==> src/spi_port_map.vh <==
/*
 Register offsets, field positions, reset values and timing counts of the
 serial configuration port. Assumes it is included by bare name, before the
 design code.
*/
`ifndef SPI_PORT_MAP_VH
`define SPI_PORT_MAP_VH

// ==========================================================
// Clock and timing
`define CLK_MHZ          125
`define SOFT_RST_MS      5
`define SOFT_RST_CYC     (`SOFT_RST_MS * `CLK_MHZ * 1000)
`define TIE_HIGH_US      100
`define TIE_CYC          (`TIE_HIGH_US * `CLK_MHZ)
`define FRAME_GAP_NS     1000
`define FRAME_GAP_CYC    ((`FRAME_GAP_NS * `CLK_MHZ) / 1000)

// ==========================================================
// Register offsets
`define ADDR_CFG_A       15'h0000
`define ADDR_CHAN_SEL    15'h0008
`define ADDR_OUT_FMT     15'h0561
`define ADDR_BUF_CTRL    15'h1A4C

// ==========================================================
// Reset values
`define RST_CHAN_SEL     2'h3
`define RST_OUT_FMT      8'h01
`define RST_BUF_CTRL     8'h00

// ==========================================================
// Field positions
`define CFGA_SOFT_M      7
`define CFGA_LSB_M       6
`define CFGA_ASC_M       5
`define CFGA_ASC         2
`define CFGA_LSB         1
`define CFGA_SOFT        0
`define CHSEL_A          0
`define CHSEL_B          1

`endif

==> src/port_sync2.v <==
/*
 Two-flop synchroniser for a group of unrelated level inputs.
 Assumes each bit is a slow level; bits are not coherent with each other.
*/
`default_nettype none

module port_sync2 #(
   parameter             WIDTH   = 3,
   parameter [WIDTH-1:0] RST_VAL = {WIDTH{1'b0}}
) (
   input  wire             clk_sys_i,
   input  wire             reset_i,
   input  wire [WIDTH-1:0] async_i,
   output wire [WIDTH-1:0] sync_o
);

   reg [WIDTH-1:0] meta_r;
   reg [WIDTH-1:0] sync_r;

   // ==========================================================
   // Two stages; the first is read by the second only
   always @(posedge clk_sys_i or posedge reset_i) begin
      if (reset_i) begin
         meta_r <= RST_VAL;
         sync_r <= RST_VAL;
      end else begin
         meta_r <= async_i;
         sync_r <= meta_r;
      end
   end

   assign sync_o = sync_r;

endmodule // port_sync2

`default_nettype wire

==> src/chan_regs.v <==
/*
 Per-channel copies of one local register.
 Assumes the caller decodes the address and supplies the channel mask.
*/
`default_nettype none

module chan_regs #(
   parameter         NUM_CH  = 2,
   parameter         W       = 8,
   parameter [W-1:0] RST_VAL = {W{1'b0}}
) (
   input  wire                clk_sys_i,
   input  wire                reset_i,
   input  wire                clear_i,
   input  wire                we_i,
   input  wire [NUM_CH-1:0]   sel_i,
   input  wire [W-1:0]        wdata_i,
   output wire [NUM_CH*W-1:0] q_o
);

   genvar ch;

   // ==========================================================
   // One copy per channel, each written when its select bit is set
   generate
      for (ch = 0; ch < NUM_CH; ch = ch + 1) begin : g_copy
         reg [W-1:0] val_r;
         always @(posedge clk_sys_i or posedge reset_i) begin
            if (reset_i) begin
               val_r <= RST_VAL;
            end else if (clear_i) begin
               val_r <= RST_VAL;
            end else if (we_i && sel_i[ch]) begin
               val_r <= wdata_i;
            end
         end
         assign q_o[ch*W +: W] = val_r;
      end
   endgenerate

endmodule // chan_regs

`default_nettype wire

==> src/spi_config_port.v <==
/*
 Three-wire serial configuration port with a small register map,
 per-channel local registers and soft reset.
 Assumes serial clock, select and data arrive asynchronously and are
 much slower than clk_sys_i (at least four system clocks per level).
*/
// Operation
// RULE_01: Select fall then clock rise starts frame
// RULE_02: Clock and data ignored while deselected
// RULE_03: Held select streams successive bytes
// RULE_04: Select high between bytes pauses, keeps state; the code ends the frame after 1000 ns high
// RULE_05: Select tied high: pins high-impedance, secondary
// RULE_06: Every phase is whole eight-bit bytes
// RULE_07: First instruction bit chooses read or write; the code takes it from the last bit when LSB-first
// RULE_08: Read turns data pin to output
// RULE_09: Data pin input on write, output readback
// RULE_10: MSB first after reset, LSB optional
// RULE_11: Each register holds exactly eight bits
// RULE_12: Register space in fixed address ranges
// RULE_13: Output sample format resets to 0x01
// RULE_14: Host writes zeros to unassigned bits
// RULE_15: Host never writes fully unassigned addresses
// RULE_16: Reset loads register defaults
// RULE_17: Local registers duplicated per channel
// RULE_18: Channel bits steer local writes, both broadcast
// RULE_19: Both bits set reads channel A
// RULE_20: Global registers ignore channel selection
// RULE_21: Host keeps lines quiet during sampling
// RULE_22: Writing 0x81 soft resets; wait 5 ms
// RULE_23: Mirrored bits select LSB-first order
// RULE_24: Mirrored bits choose address increment/decrement
// RULE_25: Two instruction bytes, then stepping data
// RULE_26: Sample on rise, launch on fall
`include "spi_port_map.vh"
`default_nettype none

module spi_config_port #(
   parameter        NUM_CH       = 2,
   parameter [19:0] SOFT_RST_CYC = `SOFT_RST_CYC,
   parameter [13:0] TIE_CYC      = `TIE_CYC
) (
   input  wire       clk_sys_i,
   input  wire       reset_i,
   input  wire       sclk_i,
   input  wire       port_select_n_i,
   input  wire       sdio_i,
   output wire       sdio_o,
   output wire       sdio_oe_o,
   output wire       secondary_fn_o,
   output wire       frame_active_o,
   output wire       lsb_first_o,
   output wire       addr_ascend_o,
   output wire [1:0] chan_sel_o,
   output wire [7:0] sample_format_o,
   output wire [7:0] buf_ctrl_a_o,
   output wire [7:0] buf_ctrl_b_o,
   output wire       boot_busy_o
);

   // ==========================================================
   // Frame phases
   localparam [1:0] PH_ADDR_HI = 2'b00;
   localparam [1:0] PH_ADDR_LO = 2'b01;
   localparam [1:0] PH_DATA    = 2'b10;

   localparam [13:0] GAP_CYC = `FRAME_GAP_CYC;

   // ==========================================================
   // Declarations
   wire                sclk_s;
   wire                csn_s;
   wire                sdio_s;
   wire [NUM_CH*8-1:0] buf_q;

   reg        sclk_d_r;
   reg [2:0]  bit_cnt_r;
   reg [1:0]  phase_r;
   reg        rd_r;
   reg [14:0] addr_r;
   reg [7:0]  shin_r;
   reg [7:0]  tx_r;
   reg        sdio_r;
   reg        sdio_oe_r;
   reg        launched_r;
   reg        frame_live_r;
   reg [13:0] hi_cnt_r;
   reg        secondary_r;
   reg        cfg_lsb_r;
   reg        cfg_asc_r;
   reg [1:0]  chsel_r;
   reg [7:0]  fmt_r;
   reg        soft_rst_r;
   reg [19:0] boot_cnt_r;
   reg        busy_r;
   reg [7:0]  rd_data;

   // ==========================================================
   // Bit at the head of a byte for the current order
   function tx_head;
      input [7:0] v;
      input       lsb;
      begin
         tx_head = lsb ? v[0] : v[7];
      end
   endfunction

   // Shift one bit out of a byte in the current order
   function [7:0] tx_shift;
      input [7:0] v;
      input       lsb;
      begin
         tx_shift = lsb ? {1'b0, v[7:1]} : {v[6:0], 1'b0};
      end
   endfunction

   // ==========================================================
   // Pin synchronisers; select resets deasserted
   port_sync2 #(
      .WIDTH   (3),
      .RST_VAL (3'b010)
   ) u_sync (
      .clk_sys_i (clk_sys_i),
      .reset_i   (reset_i),
      .async_i   ({sclk_i, port_select_n_i, sdio_i}),
      .sync_o    ({sclk_s, csn_s, sdio_s})
   );

   // ==========================================================
   // Edge detection and frame qualifiers
   // RULE_02: deselect gates clock
   wire cs_act    = ~csn_s & ~secondary_r;
   wire sclk_rise = sclk_s & ~sclk_d_r;
   wire sclk_fall = ~sclk_s & sclk_d_r;
   wire shift_en  = cs_act & sclk_rise;
   // RULE_10: order of input
   wire [7:0] sh_new = cfg_lsb_r ? {sdio_s, shin_r[7:1]} : {shin_r[6:0], sdio_s};
   // RULE_06: whole byte boundary
   wire byte_done = shift_en & (bit_cnt_r == 3'h7);
   // RULE_24: address step
   wire [14:0] addr_step = cfg_asc_r ? (addr_r + 15'h0001) : (addr_r - 15'h0001);
   wire [14:0] rd_addr   = (phase_r == PH_ADDR_LO) ? {addr_r[14:8], sh_new} : addr_step;
   wire wr_stb    = byte_done & (phase_r == PH_DATA) & ~rd_r;
   wire frame_gap = (hi_cnt_r == GAP_CYC);
   wire rd_phase  = (phase_r == PH_DATA) & rd_r;

   // ==========================================================
   // Serial clock history
   always @(posedge clk_sys_i or posedge reset_i) begin
      if (reset_i) begin
         sclk_d_r <= 1'b0;
      end else begin
         sclk_d_r <= sclk_s;
      end
   end

   // ==========================================================
   // Select-high counter: frame end and tied-high detection
   always @(posedge clk_sys_i or posedge reset_i) begin
      if (reset_i) begin
         hi_cnt_r    <= 14'h0000;
         secondary_r <= 1'b0;
      end else if (~csn_s) begin
         hi_cnt_r    <= 14'h0000;
         secondary_r <= 1'b0;
      end else begin
         if (hi_cnt_r != TIE_CYC) begin
            hi_cnt_r <= hi_cnt_r + 14'h0001;
         end
         // RULE_05: tied high detect
         if (hi_cnt_r == TIE_CYC) begin
            secondary_r <= 1'b1;
         end
      end
   end

   // ==========================================================
   // Receive sequencer: instruction, address and data bytes
   always @(posedge clk_sys_i or posedge reset_i) begin
      if (reset_i) begin
         bit_cnt_r    <= 3'h0;
         phase_r      <= PH_ADDR_HI;
         rd_r         <= 1'b0;
         addr_r       <= 15'h0000;
         shin_r       <= 8'h00;
         frame_live_r <= 1'b0;
      end else if (soft_rst_r || frame_gap) begin
         // RULE_04: short stall keeps state
         bit_cnt_r    <= 3'h0;
         phase_r      <= PH_ADDR_HI;
         rd_r         <= 1'b0;
         shin_r       <= 8'h00;
         frame_live_r <= 1'b0;
      end else if (shift_en) begin
         // RULE_26: sample on rise
         shin_r    <= sh_new;
         bit_cnt_r <= bit_cnt_r + 3'h1;
         // RULE_01: first rise frames
         frame_live_r <= 1'b1;
         if (bit_cnt_r == 3'h7) begin
            case (phase_r)
               PH_ADDR_HI: begin
                  // RULE_07: read or write bit
                  rd_r         <= sh_new[7];
                  addr_r[14:8] <= sh_new[6:0];
                  phase_r      <= PH_ADDR_LO;
               end
               PH_ADDR_LO: begin
                  // RULE_25: address then data
                  addr_r[7:0] <= sh_new;
                  phase_r     <= PH_DATA;
               end
               PH_DATA: begin
                  // RULE_03: streaming next address
                  addr_r <= addr_step;
               end
               default: begin
                  phase_r <= PH_ADDR_HI;
               end
            endcase
         end
      end
   end

   // ==========================================================
   // Readback register selection
   always @* begin
      case (rd_addr)
         `ADDR_CFG_A: begin
            // RULE_23: mirrored order bits
            rd_data = {1'b0, cfg_lsb_r, cfg_asc_r, 2'b00, cfg_asc_r, cfg_lsb_r, 1'b0};
         end
         `ADDR_CHAN_SEL: begin
            rd_data = {6'h00, chsel_r};
         end
         `ADDR_OUT_FMT: begin
            // RULE_20: globals ignore channel
            rd_data = fmt_r;
         end
         `ADDR_BUF_CTRL: begin
            // RULE_19: channel A wins
            if (chsel_r[`CHSEL_A]) begin
               rd_data = buf_q[7:0];
            end else if (chsel_r[`CHSEL_B]) begin
               rd_data = buf_q[15:8];
            end else begin
               rd_data = 8'h00;
            end
         end
         default: begin
            rd_data = 8'h00;
         end
      endcase
   end

   // ==========================================================
   // Transmit path: load at byte end, launch on falling edge
   always @(posedge clk_sys_i or posedge reset_i) begin
      if (reset_i) begin
         tx_r       <= 8'h00;
         sdio_r     <= 1'b0;
         launched_r <= 1'b0;
      end else if (soft_rst_r || frame_gap) begin
         tx_r       <= 8'h00;
         sdio_r     <= 1'b0;
         launched_r <= 1'b0;
      end else if (byte_done && (phase_r != PH_ADDR_HI) && rd_r) begin
         tx_r <= rd_data;
      end else if (cs_act && sclk_fall && rd_phase) begin
         // RULE_26: launch on fall
         sdio_r     <= tx_head(tx_r, cfg_lsb_r);
         tx_r       <= tx_shift(tx_r, cfg_lsb_r);
         launched_r <= 1'b1;
      end
   end

   // ==========================================================
   // Data pin direction
   always @(posedge clk_sys_i or posedge reset_i) begin
      if (reset_i) begin
         sdio_oe_r <= 1'b0;
      end else begin
         // RULE_08: turn to output
         // RULE_09: input unless readback
         sdio_oe_r <= cs_act & rd_phase & launched_r & ~soft_rst_r & ~frame_gap;
      end
   end

   // ==========================================================
   // Global registers and soft reset
   always @(posedge clk_sys_i or posedge reset_i) begin
      if (reset_i) begin
         // RULE_16: defaults on reset
         cfg_lsb_r  <= 1'b0;
         cfg_asc_r  <= 1'b0;
         chsel_r    <= `RST_CHAN_SEL;
         // RULE_13: format default
         fmt_r      <= `RST_OUT_FMT;
         soft_rst_r <= 1'b0;
      end else if (soft_rst_r) begin
         cfg_lsb_r  <= 1'b0;
         cfg_asc_r  <= 1'b0;
         chsel_r    <= `RST_CHAN_SEL;
         fmt_r      <= `RST_OUT_FMT;
         soft_rst_r <= 1'b0;
      end else if (wr_stb) begin
         // RULE_12: fixed address decode
         case (addr_r)
            `ADDR_CFG_A: begin
               // RULE_23: either mirror sets order
               cfg_lsb_r  <= sh_new[`CFGA_LSB_M] | sh_new[`CFGA_LSB];
               // RULE_24: either mirror sets direction
               cfg_asc_r  <= sh_new[`CFGA_ASC_M] | sh_new[`CFGA_ASC];
               // RULE_22: self-clearing soft reset
               soft_rst_r <= sh_new[`CFGA_SOFT_M] | sh_new[`CFGA_SOFT];
            end
            `ADDR_CHAN_SEL: begin
               chsel_r <= sh_new[1:0];
            end
            `ADDR_OUT_FMT: begin
               // RULE_11: full eight-bit store
               fmt_r <= sh_new;
            end
            default: begin
               soft_rst_r <= 1'b0;
            end
         endcase
      end
   end

   // ==========================================================
   // Recovery timer after soft reset
   always @(posedge clk_sys_i or posedge reset_i) begin
      if (reset_i) begin
         boot_cnt_r <= 20'h00000;
         busy_r     <= 1'b0;
      end else if (soft_rst_r) begin
         // RULE_22: recovery window
         boot_cnt_r <= SOFT_RST_CYC;
         busy_r     <= 1'b1;
      end else if (boot_cnt_r != 20'h00000) begin
         boot_cnt_r <= boot_cnt_r - 20'h00001;
         busy_r     <= (boot_cnt_r != 20'h00001);
      end else begin
         busy_r <= 1'b0;
      end
   end

   // ==========================================================
   // Local register copies
   // RULE_17: one copy per channel
   // RULE_18: channel bits steer writes
   chan_regs #(
      .NUM_CH  (NUM_CH),
      .W       (8),
      .RST_VAL (`RST_BUF_CTRL)
   ) u_buf_ctrl (
      .clk_sys_i (clk_sys_i),
      .reset_i   (reset_i),
      .clear_i   (soft_rst_r),
      .we_i      (wr_stb && (addr_r == `ADDR_BUF_CTRL)),
      .sel_i     (chsel_r[NUM_CH-1:0]),
      .wdata_i   (sh_new),
      .q_o       (buf_q)
   );

   // ==========================================================
   // Outputs, all from flip-flops
   assign sdio_o          = sdio_r;
   // RULE_05: released when tied high
   assign sdio_oe_o       = sdio_oe_r;
   assign secondary_fn_o  = secondary_r;
   assign frame_active_o  = frame_live_r;
   assign lsb_first_o     = cfg_lsb_r;
   assign addr_ascend_o   = cfg_asc_r;
   assign chan_sel_o      = chsel_r;
   assign sample_format_o = fmt_r;
   assign buf_ctrl_a_o    = buf_q[7:0];
   assign buf_ctrl_b_o    = buf_q[15:8];
   assign boot_busy_o     = busy_r;

endmodule // spi_config_port

`default_nettype wire

==> config.mk <==
export PLATFORM = sky130hd
export DESIGN_NAME = spi_config_port
export DESIGN_NICKNAME = d
export VERILOG_FILES = /design/src/port_sync2.v /design/src/chan_regs.v /design/src/spi_config_port.v
export VERILOG_INCLUDE_DIRS = /design/src
export SDC_FILE = /design/constraint.sdc
export NUM_CORES = 1
export LEC_CHECK = 0
export BUFFER_PORTS_ARGS = -buffer_cell sky130_fd_sc_hd__clkbuf_2
export CAP_MARGIN = 20
export CORE_AREA = 2 2 134 136
export CTS_CLUSTER_DIAMETER = 120
export DETAILED_ROUTE_END_ITERATION = 12
export DIE_AREA = 0 0 136 138
export MAX_ROUTING_LAYER = met4
export PLACE_DENSITY = 0.55
export RECOVER_POWER = 25
export SYNTH_ARGS = -nofsm -noshare
export SYNTH_HDL_FRONTEND = slang
export SYNTH_SLANG_ARGS = --single-unit
==> constraint.sdc <==
create_clock -name clk_sys_i -period 5.25 [get_ports clk_sys_i]
set_input_delay 0.2625 -clock clk_sys_i [delete_from_list [all_inputs] [get_ports clk_sys_i]]
set_output_delay 0.2625 -clock clk_sys_i [all_outputs]
set_load 0.01 [all_outputs]
==> results of run 1 <==
-- Yosys cell counts (9+ instances only) --
cell type	instances
a211oi_1	31
a21oi_1	42
and2_1	16
clkbuf_1	31
dfrtp_1	108
ha_1	24
inv_1	18
mux2i_1	27
nand2_1	72
nand3_1	21
nor2_1	93
nor3_1	16
o21ai_0	39
or3_1	13
xnor2_1	24
xor2_1	9
-- report_power, final --
group / switching, mW / leakage (nW) / internal, mW
Combinational: 0.973 / 1.51 / 0.639
Sequential: 0.179 / 1.46 / 1.02
Clock: 0.419 / 0.277 / 0.676
-- cells by family after synthesis --
| family | share of synthesized area |
|---|---|
| and+or+nand+nor | 0.215 |
| AOI/OAI and AO/OA | 0.192 |
| DFF | 0.417 |
| buffers and inverters | 0.0313 |
| xor gates and xnor gates | 0.0466 |
| muxes | 0.0513 |
| adders and majority gates | 0.0471 |
-- metrics by stage --
stage / setup WS, ns / area (sq um) / power (mW) / utilization
finish: 1.36 / 7820 / 3.91 / 0.446
global route: 1.13 / 7820 / 4.18 / 0.446
CTS: 1.39 / 7830 / 3.93 / 0.446
detailed placement: 1.41 / 7220 / 2.81 / 0.412
global placement: 1.44 / 7220 / 2.79 / 0.412
floorplan: 1.75 / 6800 / 2.39 / -
-- layer usage --
| layer | GRT usage | routed length (um) |
|---|---|---|
| met1 | 0.273 | 8190 |
| met2 | 0.315 | 8780 |
| met3 | 0.0389 | 880 |
| met4 | 0.0850 | 584 |
| met5 | - | 0 |
-- layout by cell type (no fill, tap or decap), types with 4 or more instances in the layout --
cell | synthesis | routed
a31oi_1 | 4 | 4
nor2_1 | 93 | 93
a211oi_1 | 31 | 31
nand4_1 | 5 | 5
clkbuf_16 | 0 | 17
xor2_1 | 9 | 9
and3_1 | 7 | 7
xnor2_1 | 24 | 24
nor3b_1 | 6 | 6
o21ai_0 | 39 | 39
nor3_1 | 16 | 16
clkinv_2 | 0 | 4
a21o_1 | 5 | 5
dfstp_2 | 5 | 5
ha_1 | 24 | 24
buf_4 | 0 | 11
nand2b_1 | 5 | 5
nor4_1 | 6 | 6
dlygate4sd3_1 | 0 | 4
a21oi_1 | 42 | 42
nand2_1 | 72 | 72
inv_1 | 18 | 17
mux2_2 | 6 | 6
clkbuf_2 | 0 | 36
mux2i_1 | 27 | 27
o2111ai_1 | 5 | 5
dfrtp_1 | 108 | 108
o21a_1 | 5 | 5
nand3_1 | 21 | 21
o21ai_1 | 8 | 8
a211o_1 | 6 | 6
or3_1 | 13 | 13
nor2b_1 | 8 | 8
and2_1 | 16 | 16
o211ai_1 | 4 | 4
a21boi_0 | 4 | 4
-- path summary, 6_finish.rpt --
check	startpoint	to	slack, ns	cells after the start
hold reg to reg	u_sync.meta_r[1]$_DFF_PP1_	u_sync.sync_o[1]$_DFF_PP1_	0.35	0
setup reg to reg	addr_ascend_o$_DFFE_PP0P_	tx_r[2]$_DFFE_PP0P_	1.36	11
min in group asynchronous	reset_i	boot_cnt_r[3]$_DFFE_PP0P_	1.08	3
max in group asynchronous	reset_i	hi_cnt_r[7]$_DFFE_PP0P_	2.53	4
hold / removal	u_sync.meta_r[1]$_DFF_PP1_	u_sync.sync_o[1]$_DFF_PP1_	0.35	0
setup / recovery	addr_ascend_o$_DFFE_PP0P_	tx_r[2]$_DFFE_PP0P_	1.36	11
-- layout make-up --
type	instances	area [sq um]	area share
Sequential cell	113	2830	0.362
Timing Repair Buffer	52	307	0.0392
Clock buffer	20	457	0.0584
Tap cell	229	287	0.0366
Clock inverter	12	109	0.0139
Multi-Input combinational cell	573	3760	0.481
Inverter	18	68.8	0.00880
-- state kept, by name, summed over array words and instances, names as in the netlist, 2 cells and up --
register,count
chan_sel_o,2
addr_r,15
sample_format_o,8
phase_r,2
tx_r,8
u_sync.meta_r,3
hi_cnt_r,14
shin_r,8
bit_cnt_r,3
u_sync.sync_o,3
u_buf_ctrl.g_copy.val_r,16
boot_cnt_r,20
==> summary.md, run 1 <==
| Metric | Value |
|---|---|
| Outcome | `finished with violations` |
| Violated checks | `max-capacitance violations, max-slew violations` |
| Post CTS Setup Buffer Count | `0` |
| Hold_ws | `0.354 ns` |
| Power Dens Cells | `500 nW/um^2` |
| Worst Setup End Kind | `register` |
| Antenna diodes | `0` |
| Synth top area share | `0.397` |
| Max-Cap Viols | `1` |
| Setup violation total in the final timing report | `0` |
| RSZ-0062 raised after global routing | `no` |
| Clock sink count | `113` |
| Clk slew on worst S/H paths | `0.05 ns` |
| Post-synth EDFFs | `0` |
| Cell breakdown of the critical path | `inv_1 -> ha_1 -> o21a_1 -> o2bb2ai_2 -> nor3_1 -> or4_4 -> a2111oi_4 -> nand3b_4 -> a211oi_4 -> a222oi_1 -> o21ai_1` |
| I/O pin count | `38` |
| Maximum VDD drop | `234 uV` |
| CTS Buf Count | `17` |
| Setup TNS | `0 ns` |
| Post-synth cell types | `78` |
| Initial antenna violation count | `0` |
| CP peak stage delay | `0.50 ns` |
| CP Class | `reg -> reg` |
| RePlAce Congestion | `0.921` |
| Worst slew pin tran | `2.54 ns` |
| CTS Buffer Depth | `2` |
| Ys Warns | `0` |
| Clk_skew | `0.00817 ns` |
| # DRC | `0` |
| Total track usage | `0.208` |
| Die X | `136 um` |
| DR pass1 iterations | `8` |
| Synthesized area per cell | `9.19 sq um` |
| Root Buffer | `clkbuf_16` |
| Starting density of the core | `0.388` |
| Nets | `805` |
| CP Launch Type | `register` |
| Lkg Pwr | `3.25 nW` |
| Core area | `17,500 sq um` |
| Buf+Inv Stages, Crit Path | `1` |
| Drt via density | `5.63` |
| Vias in the first global route | `5,585` |
| Dpl hpwl | `13,400 um` |
| Sequential area share after synthesis | `0.417` |
| Share of cells above drive strength 1 | `0.140` |
| Asr flop ratio synth | `1.00` |
| Worst slew margin | `-0.706` |
| Largest area contributor in the netlist | `dfrtp_1` |
| Routed vias | `5,724` |
| Post-synth net total | `770` |
| Worst-path fanout max | `15` |
| Mean routed wirelength per cell | `18.1 um` |
| Final Non-Filler Cells | `1,017` |
| H-tree levels | `4` |
| CTS resizes | `0` |
| Grt total ovfl | `0` |
| Final hold violation count | `0` |
| WP data arrival | `4.22 ns` |
| Remaining antenna violation count | `0` |
| Die ar. | `18,800 sq um` |
| Synth area leaders | `dfrtp_1 (40%), nor2_1 (5.1%), ha_1 (4.4%), mux2i_1 (4.0%), nand2_1 (4.0%)` |
| Filler cell count | `1,709` |
| Routed wire length | `18,400 um` |
| Initial DRC count | `426` |
| Port Buffer Count | `37` |
| Cells after DPL | `981` |
| Post-Synthesis Cells | `740` |
| CTS tree | `built` |
| Yosys reg bits | `113` |
| Critical Path RT | `5.58 ns` |
| First-pass GRT wire length | `29,900 um` |
| Largest net degree at the start of global routing | `59` |
| Period utilization | `0.741` |
| Fmax | `257 MHz` |
| Height of the chip | `138 um` |
| Final Max Slew Viols | `57` |
| Worst path top cell family by delay | `compound AO/OA/AOI/OAI gates` |
| Post-Synthesis Cell Area | `6800 sq um` |
| Worst path slowest cell | `inv_1` |
| Rows | `49` |
| Worst hold path type | `reg -> reg` |
| Top_reg_cell synth | `dfrtp_1` |
| Tmin final | `3.89 ns` |
| Skew-Pair Late Insertion Delay | `0.42 ns` |
| Hold buffer count at cts | `4` |
| Area grow syn2layout | `15.1%` |
(Power assumes the default switching activity.)
==> inputs of run 2 (changes only) <==
--- a/config.mk
+++ b/config.mk
@@ -6,12 +6,13 @@
 export SDC_FILE = /design/constraint.sdc
 export NUM_CORES = 1
 export LEC_CHECK = 0
+export ABC_AREA = 1
 export BUFFER_PORTS_ARGS = -buffer_cell sky130_fd_sc_hd__clkbuf_2
 export CAP_MARGIN = 20
-export CORE_AREA = 2 2 134 136
+export CORE_AREA = 2 2 138 140
 export CTS_CLUSTER_DIAMETER = 120
 export DETAILED_ROUTE_END_ITERATION = 12
-export DIE_AREA = 0 0 136 138
+export DIE_AREA = 0 0 140 142
 export MAX_ROUTING_LAYER = met4
 export PLACE_DENSITY = 0.55
 export RECOVER_POWER = 25
==> constraint.sdc (replaced) <==
create_clock -name clk_sys_i -period 3.86 [get_ports clk_sys_i]
set_input_delay 0.193 -clock clk_sys_i [delete_from_list [all_inputs] [get_ports clk_sys_i]]
set_output_delay 0.193 -clock clk_sys_i [all_outputs]
set_load 0.01 [all_outputs]
==> summary.md, run 2 <==
| Metric | Value |
|---|---|
| Outcome | `finished with violations (unchanged)` |
| Violated checks | `design-rule violations (was max-capacitance violations, max-slew violations)` |
| Largest net degree at the start of global routing | `114 (was 59)` |
| Synth top area share | `0.375 (was 0.397)` |
| Worst Setup End Kind | `register (unchanged)` |
| Maximum VDD drop | `307 uV (was 234 uV)` |
| Starting density of the core | `0.391 (was 0.388)` |
| Hold_sp | `u_sync.meta_r[0]$_DFF_PP0_ (was u_sync.meta_r[1]$_DFF_PP1_)` |
| Rows | `50 (was 49)` |
| First-pass GRT wire length | `32,200 um (was 29,900 um)` |
| WP data arrival | `3.42 ns (was 4.22 ns)` |
| Synthesized area per cell | `7.25 sq um (was 9.19 sq um)` |
| Antenna diodes | `0 (unchanged)` |
| Worst slew margin | `0.410 (was -0.706)` |
| Routed vias | `6,618 (was 5,724)` |
| Max reg flops | `20 (unchanged)` |
| Initial DRC count | `489 (was 426)` |
| Commonest non-fill, non-tap cells in the layout | `nand2_1 (277), inv_1 (142), dfrtp_1 (108), o21ai_0 (88) (was dfrtp_1 (108), nor2_1 (93), nand2_1 (72), a21oi_1 (42), o21ai_0 (39))` |
| Uppermost layer routed | `met4 (unchanged)` |
| RePlAce Congestion | `0.891 (was 0.921)` |
| CTS resizes | `0 (unchanged)` |
| H-tree levels | `4 (unchanged)` |
| Post CTS Setup Buffer Count | `0 (unchanged)` |
| CTS tree | `built (unchanged)` |
| Hold depth | `0 (unchanged)` |
| Worst slew pin tran | `0.884 ns (was 2.54 ns)` |
| WL met1 | `9430 um (was 8190 um)` |
| Tmin final | `3.07 ns (was 3.89 ns)` |
| # DRC | `5 (was 0)` |
| Most flop-heavy register | `boot_cnt_r (unchanged)` |
| Die ar. | `19,900 sq um (was 18,800 sq um)` |
| Final Max Slew Viols | `0 (was 57)` |
| RR Endpoint | `tx_r[4]$_DFFE_PP0P_ (was tx_r[2]$_DFFE_PP0P_)` |
| Dpl hpwl | `14,100 um (was 13,400 um)` |
| Vias in the first global route | `6,293 (was 5,585)` |
| CTS Buffer Depth | `2 (unchanged)` |
| I/O pin count | `38 (unchanged)` |
| Post-synth net total | `1,025 (was 770)` |
| Post-Synthesis Cell Area | `7210 sq um (was 6800 sq um)` |
| Pre-CTS setup slack | `0.807 ns (was 1.41 ns)` |
| Worst hold path type | `reg -> reg (unchanged)` |
| Initial antenna violation count | `0 (unchanged)` |
| Met2 WL post-DR | `8540 um (was 8780 um)` |
| Most common cell after layout, fill and taps aside | `nand2_1 (was dfrtp_1)` |
| Worst-path fanout max | `15 (unchanged)` |
| Post-Synthesis Cells | `995 (was 740)` |
| R2r worst-path depth | `19 (was 11)` |
| DR WL met3 | `825 um (was 880 um)` |
| Post-synth EDFFs | `0 (unchanged)` |
| Critical Path RT | `4.21 ns (was 5.58 ns)` |
| Ys Warns | `0 (unchanged)` |
| Core area | `18,500 sq um (was 17,500 sq um)` |
| DR pass1 iterations | `9 (was 8)` |
| Port Buffer Count | `37 (unchanged)` |
| Setup violation total in the final timing report | `0 (unchanged)` |
| Most frequent cell after synthesis | `nand2_1 (was dfrtp_1)` |
| R2R setup slack | `0.79 ns (was 1.36 ns)` |
| Yosys reg bits | `113 (unchanged)` |
| Commonest cells post-synth | `nand2_1 (277), inv_1 (143), dfrtp_1 (108) (was dfrtp_1 (108), nor2_1 (93), nand2_1 (72))` |
| CP Launch Type | `register (unchanged)` |
| Seq. cell area | `2830 sq um (unchanged)` |
| Leading registers by flop count | `boot_cnt_r (20), u_buf_ctrl.g_copy.val_r (16), addr_r (15) (unchanged)` |
| Setup TNS | `0 ns (unchanged)` |
| Remaining antenna violation count | `0 (unchanged)` |
| Height of the chip | `142 um (was 138 um)` |
| Post-synth cell types | `49 (was 78)` |
| Asr flop ratio synth | `1.00 (unchanged)` |
| Setup ws final | `0.786 ns (was 1.36 ns)` |
| Skew-Pair Late Insertion Delay | `0.42 ns (about the same)` |
| Filler cell count | `1,894 (was 1,709)` |
| Total track usage | `0.210 (was 0.208)` |
| Worst Hold End | `u_sync.sync_o[0]$_DFF_PP0_ (was u_sync.sync_o[1]$_DFF_PP1_)` |
| Period utilization | `0.796 (was 0.741)` |
| Sequential area share after synthesis | `0.393 (was 0.417)` |
| Lkg Pwr | `4.18 nW (was 3.25 nW)` |
| Max-Cap Viols | `0 (was 1)` |
| CTS Buf Count | `17 (unchanged)` |
| CP Class | `reg -> reg (unchanged)` |
| Largest area contributor in the netlist | `dfrtp_1 (unchanged)` |
| Clk slew on worst S/H paths | `0.05 ns (about the same)` |
| RR Startpoint | `addr_ascend_o$_DFFE_PP0P_ (unchanged)` |
| Share of cells above drive strength 1 | `0.135 (was 0.140)` |
| Fmax | `325 MHz (was 257 MHz)` |
| Drt via density | `5.13 (was 5.63)` |
| Area grow syn2layout | `16.0% (was 15.1%)` |
| Footprint of the multi-input gates | `3680 sq um (was 3760 sq um)` |
| Top_reg_cell synth | `dfrtp_1 (unchanged)` |
| Routed wire length | `19,100 um (was 18,400 um)` |
| Nets | `1,073 (was 805)` |
| Root Buffer | `clkbuf_16 (unchanged)` |
| Die X | `140 um (was 136 um)` |
| RSZ-0062 raised after global routing | `no (unchanged)` |
| Synth area leaders | `dfrtp_1 (37%), nand2_1 (14%), inv_1 (7.4%), o21ai_0 (6.1%), nand3_1 (4.7%) (was dfrtp_1 (40%), nor2_1 (5.1%), ha_1 (4.4%), mux2i_1 (4.0%), nand2_1 (4.0%))` |
| Final hold violation count | `0 (unchanged)` |
| Power Dens Cells | `558 nW/um^2 (was 500 nW/um^2)` |
| Clock sink count | `113 (unchanged)` |
| Clk_skew | `0.00699 ns (was 0.00817 ns)` |
| Mean routed wirelength per cell | `14.8 um (was 18.1 um)` |
| Grt total ovfl | `0 (unchanged)` |
==> run 2: cell types whose count changed in the layout (fill, tap and decap cells not counted), sizes merged, moves of 9 or more <==
cell    previous run  this run
nor2              93        76
xor2               9         0
mux2i             27         0
nand3             21        79
or3               13         0
and2              16         2
xnor2             25         2
nand4              5        27
nand2             72       294
o21ai             47        98
inv               19       151
a211oi            34         1
==> run 2: metal layers <==
layer  track usage  vias up
met1         0.293     3076
met4        0.0595        0
met5             -        -
met2         0.317      172
met3        0.0340       28
li1              -     3342
==> run 2: how the worst max path moves through the flow <==
| stage | from | to | slack [ns] | cells after the start |
|---|---|---|---|---|
| final | addr_ascend_o$_DFFE_PP0P_ | tx_r[4]$_DFFE_PP0P_ | 0.79 | 19 |
| after global routing | addr_ascend_o$_DFFE_PP0P_ | tx_r[4]$_DFFE_PP0P_ | 0.47 | 17 |
| after CTS | addr_ascend_o$_DFFE_PP0P_ | tx_r[4]$_DFFE_PP0P_ | 0.81 | 17 |
| after detailed placement | addr_ascend_o$_DFFE_PP0P_ | tx_r[4]$_DFFE_PP0P_ | 0.81 | 13 |
| after global placement | addr_ascend_o$_DFFE_PP0P_ | tx_r[3]$_DFFE_PP0P_ | 0.89 | 19 |
| after floorplan | reset_i | addr_ascend_o$_DFFE_PP0P_ | 0.69 | 1 |
==> run 2: report_power, final <==
part           total [mW]  switching [mW]  internal (mW)
Combinational        1.41           0.955          0.452
Sequential           1.47           0.126           1.34
Clock                1.79           0.545           1.25
Total                4.67            1.63           3.04
==> run 2: worst max-delay path, cell delays in order (launching register included) <==
cell     delay, ns
dfrtp_1       0.42
inv_1         0.48
ha_1          0.41
nand2_1       0.10
nand2_2       0.06
inv_2         0.07
nand2_4       0.07
nand2_4       0.07
nand2_2       0.06
nand2_1       0.14
nand3_1       0.10
nand2_1       0.10
nand2_2       0.09
nor3_4        0.25
nand3_2       0.15
o22ai_1       0.18
nand2_1       0.06
nand2_1       0.07
nand2_1       0.05
nand2_1       0.06
==> run 2: what timing repair did <==
item,4_1_cts,5_1_grt
hold buffers,4,0
endpoints found under the setup margin,0,0
hold endpoints to repair,111,0
==> run 2: cell type report <==
cell class,count,area share
Clock buffer,24,0.0612
Sequential cell,113,0.339
Timing Repair Buffer,49,0.0354
Inverter,153,0.0688
Tap cell,234,0.0350
Clock inverter,8,0.0205
Multi-Input combinational cell,709,0.440
==> run 2: kinds of logic after synthesis <==
kind of cell | after synthesis | share of synthesized area
fa+ha+maj | 25 | 0.0444
buf+inv | 173 | 0.0964
simple gates | 515 | 0.336
flops | 113 | 0.393
xor+xnor | 2 | 0.00243
compound gates | 167 | 0.128
==> run 2: metrics by stage <==
| stage | cells | area, sq um | power, mW | hold WS [ns] | utilization |
|---|---|---|---|---|---|
| floorplan | 995 | 7210 | 2.60 | 0.197 | - |
| global placement | 1254 | 7650 | 2.87 | 0.280 | 0.414 |
| detailed placement | 1254 | 7650 | 2.89 | 0.283 | 0.414 |
| CTS | 1290 | 8370 | 4.71 | 0.354 | 0.453 |
| global route | 1290 | 8370 | 5.00 | 0.357 | 0.453 |
| finish | 1290 | 8370 | 4.67 | 0.351 | 0.453 |
==> inputs of run 3 (changes only) <==
==> constraint.sdc (replaced) <==
create_clock -name clk_sys_i -period 2.9 [get_ports clk_sys_i]
set_input_delay 0.145 -clock clk_sys_i [delete_from_list [all_inputs] [get_ports clk_sys_i]]
set_output_delay 0.145 -clock clk_sys_i [all_outputs]
set_load 0.01 [all_outputs]
==> summary.md, run 3 (synthesized netlist as in run 2, its figures left out) <==
| Metric | Value |
|---|---|
| # DRC | `6 (was 5)` |
| Root Buffer | `clkbuf_16 (unchanged)` |
| Area grow syn2layout | `18.9% (was 16.0%)` |
| Share of cells above drive strength 1 | `0.172 (was 0.135)` |
| Max reg flops | `20 (unchanged)` |
| Initial antenna violation count | `0 (unchanged)` |
| RR Startpoint | `addr_ascend_o$_DFFE_PP0P_ (unchanged)` |
| Int Power | `3.94 mW (was 3.04 mW)` |
| WL met1 | `9820 um (was 9430 um)` |
| Worst slew pin tran | `1.64 ns (was 0.884 ns)` |
| Tmin final | `2.69 ns (was 3.07 ns)` |
| Skew-Pair Late Insertion Delay | `0.42 ns (about the same)` |
| Most common cell after layout, fill and taps aside | `nand2_1 (unchanged)` |
| Power Dens Cells | `722 nW/um^2 (was 558 nW/um^2)` |
| Clock sink count | `113 (unchanged)` |
| Final Non-Filler Cells | `1,301 (was 1,290)` |
| CTS Buffer Depth | `2 (unchanged)` |
| Total track usage | `0.211 (was 0.210)` |
| Period utilization | `0.929 (was 0.796)` |
| Die ar. | `19,900 sq um (unchanged)` |
| Height of the chip | `142 um (unchanged)` |
| Final hold violation count | `0 (unchanged)` |
| Final Max Slew Viols | `67 (was 0)` |
| Largest net degree at the start of global routing | `67 (was 114)` |
| Lkg Pwr | `4.23 nW (was 4.18 nW)` |
| Nets | `1,084 (was 1,073)` |
| H-tree levels | `4 (unchanged)` |
| Fmax | `371 MHz (was 325 MHz)` |
| Routed wire length | `19,600 um (was 19,100 um)` |
| Total Power | `6.19 mW (was 4.67 mW)` |
| Switching Share | `0.364 (was 0.348)` |
| Grt total ovfl | `0 (unchanged)` |
| Rows | `50 (unchanged)` |
| Violated checks | `design-rule violations, max-capacitance violations, max-slew violations (was design-rule violations)` |
| Filler cell count | `1,902 (was 1,894)` |
| RSZ-0062 raised after global routing | `yes (was no)` |
| CP Launch Type | `register (unchanged)` |
| CTS Buf Count | `17 (unchanged)` |
| Switching pwr | `2.26 mW (was 1.63 mW)` |
| Worst slew margin | `-0.0902 (was 0.410)` |
| Worst hold path type | `in -> async (was reg -> reg)` |
| Commonest non-fill, non-tap cells in the layout | `nand2_1 (271), inv_1 (140), dfrtp_1 (108), o21ai_0 (88), nand3_1 (68) (was nand2_1 (277), inv_1 (142), dfrtp_1 (108), o21ai_0 (88))` |
| Drt via density | `5.11 (was 5.13)` |
| Port Buffer Count | `37 (unchanged)` |
| Remaining antenna violation count | `0 (unchanged)` |
| Clk_skew | `0.00900 ns (was 0.00699 ns)` |
| DR WL met3 | `770 um (was 825 um)` |
| Clk pwr share | `0.365 (was 0.384)` |
| Routed vias | `6,649 (was 6,618)` |
| Mean routed wirelength per cell | `15.0 um (was 14.8 um)` |
| Most flop-heavy register | `boot_cnt_r (unchanged)` |
| Antenna diodes | `0 (unchanged)` |
| Dpl hpwl | `14,600 um (was 14,100 um)` |
| Initial DRC count | `495 (was 489)` |
| Leading registers by flop count | `boot_cnt_r (20), u_buf_ctrl.g_copy.val_r (16), addr_r (15) (unchanged)` |
| Uppermost layer routed | `met4 (unchanged)` |
| WP data arrival | `3.05 ns (was 3.42 ns)` |
| Outcome | `finished with violations (unchanged)` |
| CTS tree | `built (unchanged)` |
| Critical Path RT | `3.26 ns (was 4.21 ns)` |
| Layout Utilization | `0.465 (was 0.453)` |
| Clk slew on worst S/H paths | `0.06 ns (was 0.05 ns)` |
| Sequential share of power | `0.316 (was 0.314)` |
| Die X | `140 um (unchanged)` |
| Vias in the first global route | `6,293 (unchanged)` |
| Worst Setup End Kind | `register (unchanged)` |
| Setup TNS | `0 ns (unchanged)` |
| Combinational power share | `0.319 (was 0.302)` |
| Met2 WL post-DR | `8630 um (was 8540 um)` |
| Max-Cap Viols | `1 (was 0)` |
| Setup violation total in the final timing report | `0 (unchanged)` |
| Worst Setup SP | `addr_ascend_o$_DFFE_PP0P_ (unchanged)` |
| I/O pin count | `38 (unchanged)` |
| Maximum VDD drop | `449 uV (was 307 uV)` |
| Worst-path fanout max | `14 (was 15)` |
| Core area | `18,500 sq um (unchanged)` |
| First-pass GRT wire length | `32,200 um (about the same)` |
| CP Class | `reg -> reg (unchanged)` |
| Starting density of the core | `0.391 (unchanged)` |
| RePlAce Congestion | `0.934 (was 0.891)` |
| Cells after DPL | `1,263 (was 1,254)` |
| DR pass1 iterations | `9 (unchanged)` |
[run 3: cell types whose count changed in the layout (fill, tap and decap cells not counted), moves of 3 or more]
cell	delta
a21oi_1	-3
buf_4	+9
nand2_2	+6
ha_1	-12
nor2_2	+4
clkinv_2	+3
clkbuf_8	-3
nand2_1	-6
a21oi_2	+3
nor2_1	-4
ha_4	+10
[run 3: metrics by stage]
stage                     cell area, sq um  setup slack (ns)  hold WS [ns]
after global placement                7710            0.0110         0.135
after detailed placement              7710           -0.0227         0.133
after floorplan                       7220             0.324         0.149
after global routing                  8580           -0.0268         0.355
after CTS                             8410            0.0771         0.241
final                                 8580             0.205         0.310
[run 3: layout make-up]
cell class              instances  area [sq um]  area share
clock buffers                  22           474      0.0553
repair buffers                 59           370      0.0432
flip-flops and latches        113          2830       0.330
multi-input cells             710          3870       0.451
clock inverters                10           156      0.0182
well taps                     234           293      0.0341
inverters                     153           579      0.0676
[run 3: layer usage]
layer	track usage	up-vias
met5	-	-
met4	0.0680	0
met3	0.0377	28
met2	0.314	154
met1	0.292	3102
li1	-	3365
[run 3: critical path: stages, from the launching register on]
cell        delay (ns)
dfrtp_1           0.38
clkinvlp_4        0.11
buf_12            0.17
fa_2              0.41
nand3_2           0.11
nand2_4           0.08
nand2_4           0.07
nand2_2           0.06
nand2_1           0.11
nand3_1           0.10
nand2_1           0.10
nand2_2           0.09
nor3_4            0.28
nand3_2           0.14
o22ai_1           0.19
nand2_1           0.07
nand2_1           0.06
nand2_1           0.04
nand2_1           0.05
[run 3: worst paths after layout]
check                                                             to  cells past startpoint  slack (ns)
setup / recovery                                 tx_r[3]$_DFFE_PP0P_                     18        0.21
hold / removal                               hi_cnt_r[2]$_DFFE_PP0P_                      3        0.31
setup reg to reg                                 tx_r[3]$_DFFE_PP0P_                     18        0.21
hold reg to reg                           u_sync.sync_o[2]$_DFF_PP0_                      0        0.35
max in group asynchronous  u_buf_ctrl.g_copy[1].val_r[1]$_DFFE_PP0P_                      4        0.63
min in group clk_sys_i                    u_sync.sync_o[2]$_DFF_PP0_                      0        0.35
[run 3: power by group through the flow]
stage	registers, mW	logic (mW)	clock network (mW)
2_1_floorplan	1.93	1.53	0
3_3_place_gp	1.97	1.88	0
3_5_place_dp	1.97	1.89	0
4_1_cts	1.95	1.90	2.29
5_1_grt	1.98	2.26	2.36
6_report	1.96	1.98	2.26
[run 3: timing repair]
action	in CTS	in global routing
hold buffers	4	0
endpoints found under the setup margin	2	8
hold endpoints to repair	16	0
cloned	0	1
buffers inserted	1	0
gates resized for setup	1	35
pin swaps	0	4
